<file path="src/srg_params.svh">
// Purpose: Constants shared by the status register groups.
// Assumes: Included by its bare name from the package, srg_group and srg_top.
// Notes:   Select codes pick one register of one group per request.
`ifndef SRG_PARAMS_SVH
`define SRG_PARAMS_SVH

`define SRG_W            16
`define SRG_SEL_W        4
`define SRG_STB_W        8
`define SRG_SUM_OPER_BIT 7
`define SRG_SUM_QUES_BIT 3
`define SRG_ZERO         16'h0000
`define SRG_ONES         16'hffff
`define SRG_COND_RST     16'h0000
`define SRG_EVENT_RST    16'h0000
`define SRG_ENABLE_RST   16'h0000
`define SRG_NTR_RST      16'h0000
`define SRG_PTR_RST      16'hffff
`define SRG_STB_RST      8'h00

`define SRG_SEL_OPERATION_CONDITION 4'h0
`define SRG_SEL_OPERATION_ENABLE 4'h1
`define SRG_SEL_OPER_EVT  4'h2
`define SRG_SEL_OPER_NEG  4'h3
`define SRG_SEL_OPER_POS  4'h4
`define SRG_SEL_QUESTIONABLE_CONDITION 4'h5
`define SRG_SEL_QUESTIONABLE_ENABLE 4'h6
`define SRG_SEL_QUES_EVT  4'h7
`define SRG_SEL_QUES_NEG  4'h8
`define SRG_SEL_QUES_POS  4'h9

`endif

</file>
<file path="src/srg_pkg.sv">
// Purpose: Types shared by the status register groups.
// Assumes: The constants header is available by its bare name.
// Notes:   Registers of one group travel together as one struct.
`default_nettype none
package srg_pkg;
`include "srg_params.svh"

	typedef enum logic [`SRG_SEL_W-1:0] {
		SRG_SEL_OPERATION_CONDITION = `SRG_SEL_OPERATION_CONDITION,
		SRG_SEL_OPERATION_ENABLE = `SRG_SEL_OPERATION_ENABLE,
		SRG_SEL_OPER_EVT  = `SRG_SEL_OPER_EVT,
		SRG_SEL_OPER_NEG  = `SRG_SEL_OPER_NEG,
		SRG_SEL_OPER_POS  = `SRG_SEL_OPER_POS,
		SRG_SEL_QUESTIONABLE_CONDITION = `SRG_SEL_QUESTIONABLE_CONDITION,
		SRG_SEL_QUESTIONABLE_ENABLE = `SRG_SEL_QUESTIONABLE_ENABLE,
		SRG_SEL_QUES_EVT  = `SRG_SEL_QUES_EVT,
		SRG_SEL_QUES_NEG  = `SRG_SEL_QUES_NEG,
		SRG_SEL_QUES_POS  = `SRG_SEL_QUES_POS
	} srg_sel_e;

	typedef struct packed {
		logic              valid;
		logic              write;
		srg_sel_e          sel;
		logic [`SRG_W-1:0] data;
	} srg_req_s;

	typedef struct packed {
		logic              valid;
		logic [`SRG_W-1:0] data;
	} srg_rsp_s;

	typedef struct packed {
		logic wr_enable;
		logic wr_neg;
		logic wr_pos;
		logic rd_event;
	} srg_ctl_s;

	typedef struct packed {
		logic [`SRG_W-1:0] condition;
		logic [`SRG_W-1:0] enable;
		logic [`SRG_W-1:0] events;
		logic [`SRG_W-1:0] neg_filter;
		logic [`SRG_W-1:0] pos_filter;
	} srg_regs_s;
endpackage
`default_nettype wire

</file>
<file path="src/srg_decode.sv">
// Purpose: Turns a host request into per-group write and read strobes.
// Assumes: The request is valid for one cycle per command.
// Notes:   Writes to condition and event registers are ignored.
`timescale 1ns/1ps
`default_nettype none
module srg_decode
	import srg_pkg::*;
(
	input  wire srg_req_s req_in,
	output var  srg_ctl_s oper_ctl_out,
	output var  srg_ctl_s ques_ctl_out
);
	logic wr;
	logic rd;

	assign wr = req_in.valid && req_in.write;
	assign rd = req_in.valid && !req_in.write;

	always_comb begin
		oper_ctl_out.wr_enable = wr && (req_in.sel == SRG_SEL_OPERATION_ENABLE);
		oper_ctl_out.wr_neg    = wr && (req_in.sel == SRG_SEL_OPER_NEG);
		oper_ctl_out.wr_pos    = wr && (req_in.sel == SRG_SEL_OPER_POS);
		oper_ctl_out.rd_event  = rd && (req_in.sel == SRG_SEL_OPER_EVT);
		ques_ctl_out.wr_enable = wr && (req_in.sel == SRG_SEL_QUESTIONABLE_ENABLE);
		ques_ctl_out.wr_neg    = wr && (req_in.sel == SRG_SEL_QUES_NEG);
		ques_ctl_out.wr_pos    = wr && (req_in.sel == SRG_SEL_QUES_POS);
		ques_ctl_out.rd_event  = rd && (req_in.sel == SRG_SEL_QUES_EVT);
	end
endmodule
`default_nettype wire

</file>
<file path="src/srg_group.sv">
// Purpose: One status group: condition, filters, sticky events, enable.
// Assumes: Monitor inputs are synchronous to the clock.
// Notes:   Bits outside USED_MASK read as zero and ignore writes.
`timescale 1ns/1ps
`default_nettype none
`include "srg_params.svh"
module srg_group
	import srg_pkg::*;
#(
	parameter logic [`SRG_W-1:0] USED_MASK = `SRG_ONES
) (
	input  wire logic              clk_in,
	input  wire logic              reset_in,
	input  wire logic [`SRG_W-1:0] monitor_in,
	input  wire srg_ctl_s          ctl_in,
	input  wire logic [`SRG_W-1:0] wdata_in,
	input  wire logic              clear_in,
	input  wire logic              preset_in,
	output var  srg_regs_s         regs_out
);
	if (USED_MASK == `SRG_ZERO) begin : g_bad_mask
		$error("A status group needs at least one used bit.");
	end

	srg_regs_s         regs;
	srg_regs_s         next_regs;
	logic [`SRG_W-1:0] rise;
	logic [`SRG_W-1:0] fall;

	always_comb begin
		next_regs = regs;
		next_regs.condition = monitor_in & USED_MASK;
		rise = next_regs.condition & ~regs.condition;
		fall = regs.condition & ~next_regs.condition;
		if (preset_in) begin
			next_regs.enable     = `SRG_ENABLE_RST;
			next_regs.neg_filter = `SRG_NTR_RST;
			next_regs.pos_filter = `SRG_PTR_RST & USED_MASK;
		end else begin
			if (ctl_in.wr_enable) begin
				next_regs.enable = wdata_in & USED_MASK;
			end
			if (ctl_in.wr_neg) begin
				next_regs.neg_filter = wdata_in & USED_MASK;
			end
			if (ctl_in.wr_pos) begin
				next_regs.pos_filter = wdata_in & USED_MASK;
			end
		end
		// A new event in the clearing cycle survives the clear.
		if (clear_in || ctl_in.rd_event) begin
			next_regs.events = `SRG_EVENT_RST;
		end
		next_regs.events = next_regs.events
			| (rise & regs.pos_filter)
			| (fall & regs.neg_filter);
	end

	always_ff @(posedge clk_in) begin
		if (reset_in) begin
			regs.condition  <= `SRG_COND_RST;
			regs.enable     <= `SRG_ENABLE_RST;
			regs.events     <= `SRG_EVENT_RST;
			regs.neg_filter <= `SRG_NTR_RST;
			regs.pos_filter <= `SRG_PTR_RST & USED_MASK;
		end else begin
			regs <= next_regs;
		end
	end

	assign regs_out = regs;
endmodule
`default_nettype wire

</file>
<file path="src/srg_top.sv">
// Purpose: Operation and questionable status groups with a host port.
// Assumes: One clock; reset_in is the power-on reset.
// Notes:   Read answers and status byte bits lag by one clock.
`timescale 1ns/1ps
`default_nettype none
`include "srg_params.svh"
module srg_top
	import srg_pkg::*;
#(
	parameter logic [`SRG_W-1:0] OPER_USED_MASK = `SRG_ONES,
	parameter logic [`SRG_W-1:0] QUES_USED_MASK = `SRG_ONES
) (
	input  wire logic                  clk_in,
	input  wire logic                  reset_in,
	input  wire logic [`SRG_W-1:0]     oper_monitor_in,
	input  wire logic [`SRG_W-1:0]     ques_monitor_in,
	input  wire srg_req_s              req_in,
	input  wire logic                  clear_status_in,
	input  wire logic                  preset_in,
	output var  srg_rsp_s              rsp_out,
	output var  logic [`SRG_STB_W-1:0] status_byte_out
);
	////////////////////////////////////////////////////////////////////
	// Request decode and the two groups.

	srg_ctl_s              oper_ctl;
	srg_ctl_s              ques_ctl;
	srg_regs_s             oper_regs;
	srg_regs_s             ques_regs;
	srg_rsp_s              rsp;
	srg_rsp_s              next_rsp;
	logic [`SRG_STB_W-1:0] status_byte;
	logic [`SRG_STB_W-1:0] next_status_byte;

	srg_decode u_decode (
		.req_in       (req_in),
		.oper_ctl_out (oper_ctl),
		.ques_ctl_out (ques_ctl)
	);

	// Writes to the condition and event registers are dropped.
	srg_group #(
		.USED_MASK (OPER_USED_MASK)
	) u_oper (
		.clk_in     (clk_in),
		.reset_in   (reset_in),
		.monitor_in (oper_monitor_in),
		.ctl_in     (oper_ctl),
		.wdata_in   (req_in.data),
		.clear_in   (clear_status_in),
		.preset_in  (preset_in),
		.regs_out   (oper_regs)
	);

	srg_group #(
		.USED_MASK (QUES_USED_MASK)
	) u_ques (
		.clk_in     (clk_in),
		.reset_in   (reset_in),
		.monitor_in (ques_monitor_in),
		.ctl_in     (ques_ctl),
		.wdata_in   (req_in.data),
		.clear_in   (clear_status_in),
		.preset_in  (preset_in),
		.regs_out   (ques_regs)
	);

	////////////////////////////////////////////////////////////////////
	// Read answer and status byte summary.

	function automatic logic summary_of(input srg_regs_s r);
		return |(r.events & r.enable);
	endfunction

	always_comb begin
		next_rsp.valid = req_in.valid && !req_in.write;
		next_rsp.data  = `SRG_ZERO;
		if (next_rsp.valid) begin
			case (req_in.sel)
				SRG_SEL_OPERATION_CONDITION: next_rsp.data = oper_regs.condition;
				SRG_SEL_OPERATION_ENABLE: next_rsp.data = oper_regs.enable;
				SRG_SEL_OPER_EVT:  next_rsp.data = oper_regs.events;
				SRG_SEL_OPER_NEG:  next_rsp.data = oper_regs.neg_filter;
				SRG_SEL_OPER_POS:  next_rsp.data = oper_regs.pos_filter;
				SRG_SEL_QUESTIONABLE_CONDITION: next_rsp.data = ques_regs.condition;
				SRG_SEL_QUESTIONABLE_ENABLE: next_rsp.data = ques_regs.enable;
				SRG_SEL_QUES_EVT:  next_rsp.data = ques_regs.events;
				SRG_SEL_QUES_NEG:  next_rsp.data = ques_regs.neg_filter;
				SRG_SEL_QUES_POS:  next_rsp.data = ques_regs.pos_filter;
				default:           next_rsp.data = `SRG_ZERO;
			endcase
		end
		next_status_byte = `SRG_STB_RST;
		next_status_byte[`SRG_SUM_OPER_BIT] = summary_of(oper_regs);
		next_status_byte[`SRG_SUM_QUES_BIT] = summary_of(ques_regs);
	end

	always_ff @(posedge clk_in) begin
		if (reset_in) begin
			rsp         <= '0;
			status_byte <= `SRG_STB_RST;
		end else begin
			rsp         <= next_rsp;
			status_byte <= next_status_byte;
		end
	end

	assign rsp_out         = rsp;
	assign status_byte_out = status_byte;

	////////////////////////////////////////////////////////////////////
	// Checks.

	logic [`SRG_W-1:0] oper_mon;
	logic [`SRG_W-1:0] oper_pos_hit;
	logic [`SRG_W-1:0] oper_neg_hit;
	logic [`SRG_W-1:0] ques_mon;
	logic [`SRG_W-1:0] ques_pos_hit;
	logic [`SRG_W-1:0] ques_neg_hit;
	logic              oper_any_hit;
	logic              ques_any_hit;
	logic              oper_sum_now;
	logic              ques_sum_now;

	assign oper_mon     = oper_monitor_in & OPER_USED_MASK;
	assign ques_mon     = ques_monitor_in & QUES_USED_MASK;
	assign oper_pos_hit = oper_mon & ~oper_regs.condition
		& oper_regs.pos_filter;
	assign oper_neg_hit = ~oper_mon & oper_regs.condition
		& oper_regs.neg_filter;
	assign ques_pos_hit = ques_mon & ~ques_regs.condition
		& ques_regs.pos_filter;
	assign ques_neg_hit = ~ques_mon & ques_regs.condition
		& ques_regs.neg_filter;
	assign oper_any_hit = |(oper_pos_hit | oper_neg_hit);
	assign ques_any_hit = |(ques_pos_hit | ques_neg_hit);
	assign oper_sum_now = |(oper_regs.events & oper_regs.enable);
	assign ques_sum_now = |(ques_regs.events & ques_regs.enable);
endmodule
`default_nettype wire

</file>
<file path="config.mk">
export PLATFORM = sky130hd
export DESIGN_NAME = srg_top
export DESIGN_NICKNAME = d
export VERILOG_FILES = /design/src/srg_pkg.sv /design/src/srg_decode.sv /design/src/srg_group.sv /design/src/srg_top.sv
export VERILOG_INCLUDE_DIRS = /design/src
export SDC_FILE = /design/constraint.sdc
export NUM_CORES = 1
export LEC_CHECK = 0
export BUFFER_PORTS_ARGS = -buffer_cell sky130_fd_sc_hd__buf_2
export CORE_MARGIN = 3
export CORE_UTILIZATION = 24
export CTS_CLUSTER_SIZE = 16
export DETAILED_ROUTE_END_ITERATION = 10
export PLACE_DENSITY = 0.37
export SLEW_MARGIN = 15
export SYNTH_ARGS = -nofsm -noshare
export SYNTH_HDL_FRONTEND = slang
export SYNTH_SLANG_ARGS = --single-unit
</file>
<file path="constraint.sdc">
create_clock -name clk_in -period 1.6 [get_ports clk_in]
set_clock_uncertainty 0.05 [all_clocks]
set_input_delay 0 -clock clk_in [delete_from_list [all_inputs] [get_ports clk_in]]
set_output_delay 0 -clock clk_in [all_outputs]
set_load 0.02 [all_outputs]
</file>
==> metrics.txt <==
status=completed; met1 usage=0.254; final hold vios=0; global route hottest layer=met2; adder-cell share of the synthesized area=0; Detailed Place HPWL=20,800 um; post-CTS setup buffer count=0; layout cells sized above 1=0.170; Synth top area share=0.486; final period utilization=0.880; GRT Total Usage=0.181; Crit path buffers/inverters=0; crit-path cells=a22o_1 -> a221oi_1 -> a31oi_1; P_leak=around 0.0036 uW; CTS tree=built; Mean Syn Cell Area=approximately 8.5 sq um; Synth Area in Compound Gates=0.216; first-pass GRT wire length=about 45,000 um; worst hold path type=in2reg; post-synthesis mux area share=0; Initial Utilization=0.246; clk buf depth=2; post-synthesis sequential area ratio=0.486; Core Area=approximately 30,000 sq um; final hold slack=0.0682 ns; WP data required=1.82 ns; GP Congestion=0.775; xor/xnor share of the synthesized area=0; later-pin clock latency in the skew report=0.44 ns; via-per-instance ratio=roughly 4.9; Starting DRT DRC Count=538; Routed WL=29,900 um; number of global-route vias before repair=around 6,800; Multi-input gate area=3490 sq um; drt drc=0; GR Overflow Total=0; Critical Path End Type=register; post-route insts no fill=1,419; min cycle time layout=between 1 and 1.5 ns; setup violators final=0; CTS clk-pin slew, worst paths=about 0.080 ns; Top delay family on crit path=compound AO/OA/AOI/OAI gates; clock root cell=clkbuf_16; Reg area=between 3000 and 4000 sq um; Max-Cap Viols=0; Port Buffers=76; Clock Sinks=roughly 180; Die Ht=181 um; Ports=slightly above 80; Die X=181 um; GR Layer Usage met3=0.0276; asr flop ratio synth=0; EDFF count, synth=0; H-tree levels=4; most frequent cells after synthesis=225 x nand2_1, 179 x dfxtp_1, 96 x a21oi_1; Inst Count DP=1,335; Worst Path Arrival=1.63 ns; drt pass-1 iters=5; Rows=63; Slew Limit Fails=0; cell with the most instances after synthesis=nand2_1; Final TNS setup=0 ns; Max VDD drop=0.658 mV; Fmax achieved=710 MHz; slowest cell on the critical path=dfxtp_1; Post-DRT Antenna Nets=0; met2 global-route usage=0.293; Final Util=0.322; RSZ-0062 raised after global routing=no; Area Overhead vs Synth=30.7%; Crit path largest cell delay=0.34 ns; Num CTS Buffers=17; largest net degree at the start of global routing=65; antenna violations before repair=0; DR WL/cell=21.0 um; cells after synthesis=around 870; Max FO, Critical Path=3; Synth Area in Simple Gates=0.249; CP Launch Type=register; synth top area cells=dfxtp_1 49%, nand2_1 11%, a21oi_1 6.5%; die area=32,900 sq um; Synth cell types=26; fin nets=1,074; FF+latch count, synth=about 180; yosys warns=0; leading area contributor after synthesis=dfxtp_1; diodes inserted=0; largest family of logic cells by synthesized area=simple AND/OR/NAND/NOR gates; Fill cells=around 3,200; ys flop type=dfxtp_1; Crit Path Category=reg2reg; synthesized cell area=7370 sq um; vias=a little under 7,000; Pwr Density=between 1000 and 1500 nW/um^2
[power breakdown]
group,internal [uW],leakage (uW),total (uW),switching [uW]
clock network,2440,0.000288,4330,1890
registers,4570,0.00146,4690,122
logic,364,0.00186,823,459
[layer usage]
layer  up-vias  wire length (um)
met1      3338             14600
met2       175             13800
met3        19              1180
li1       3370                 -
met5         -                 0
met4         0               292
[stage by stage]
stage	power [uW]	setup WS, ns	cell area, sq um
after global routing	10200	0.0956	9640
after CTS	9950	0.173	9640
after detailed placement	5520	0.0106	8520
after floorplan	5110	0.232	7390
after global placement	5530	0.0378	8520
final	9850	0.192	9640
[repair_timing]
action                                 in CTS  in global routing
endpoints found under the hold margin     161                  0
resized for setup                           0                  0
hold buffers                               52                  0
[flip-flops by register name, indices dropped and copies added, names as in the netlist]
signal and count:
u_oper.regs_out 80, u_ques.regs_out 80, rsp_out 17, status_byte_out 2
[worst min-delay path, stage by stage]
cell     delay [ns]
buf_2          0.23
nor2b_1        0.09
nor2b_1        0.17
[kinds of logic after synthesis]
kind of cell | after synthesis
simple gates | 381
compound gates | 245
flops | 179
buf+inv | 65
other cells | 1
[worst paths after layout]
kind,slack [ns],end,from,depth (start not counted)
max,0.19,status_byte_out[7],u_oper.regs_out[42],3
min,0.07,rsp_out[16],req_in[20],3
max reg2reg,0.19,status_byte_out[7],u_oper.regs_out[42],3
min reg2reg,0.42,u_ques.regs_out[28],u_ques.regs_out[28],2
[area by class of cell]
class                   count  area share
clock buffers              22      0.0492
clock inverters            10      0.0125
multi-input cells         632       0.362
flip-flops and latches    179       0.372
well taps                 390      0.0506
repair buffers            186       0.154
[placed cells by master, fill, tap and decap left out, types with 4 or more instances in the layout]
cell type and n:
buf_2 76, dfxtp_1 179, clkbuf_16 17, a21oi_1 96, buf_12 12, a221oi_1 38, a31oi_1 18, conb_1 6
buf_4 46, dlygate4sd3_1 52, nor2_1 32, a22oi_1 20, nand3_1 38, nor4b_4 4, nand3b_1 32, nor2b_1 34
and3_1 8, a22o_1 38, nand2_1 225, o21ai_0 33
(Power assumes the default switching activity.)
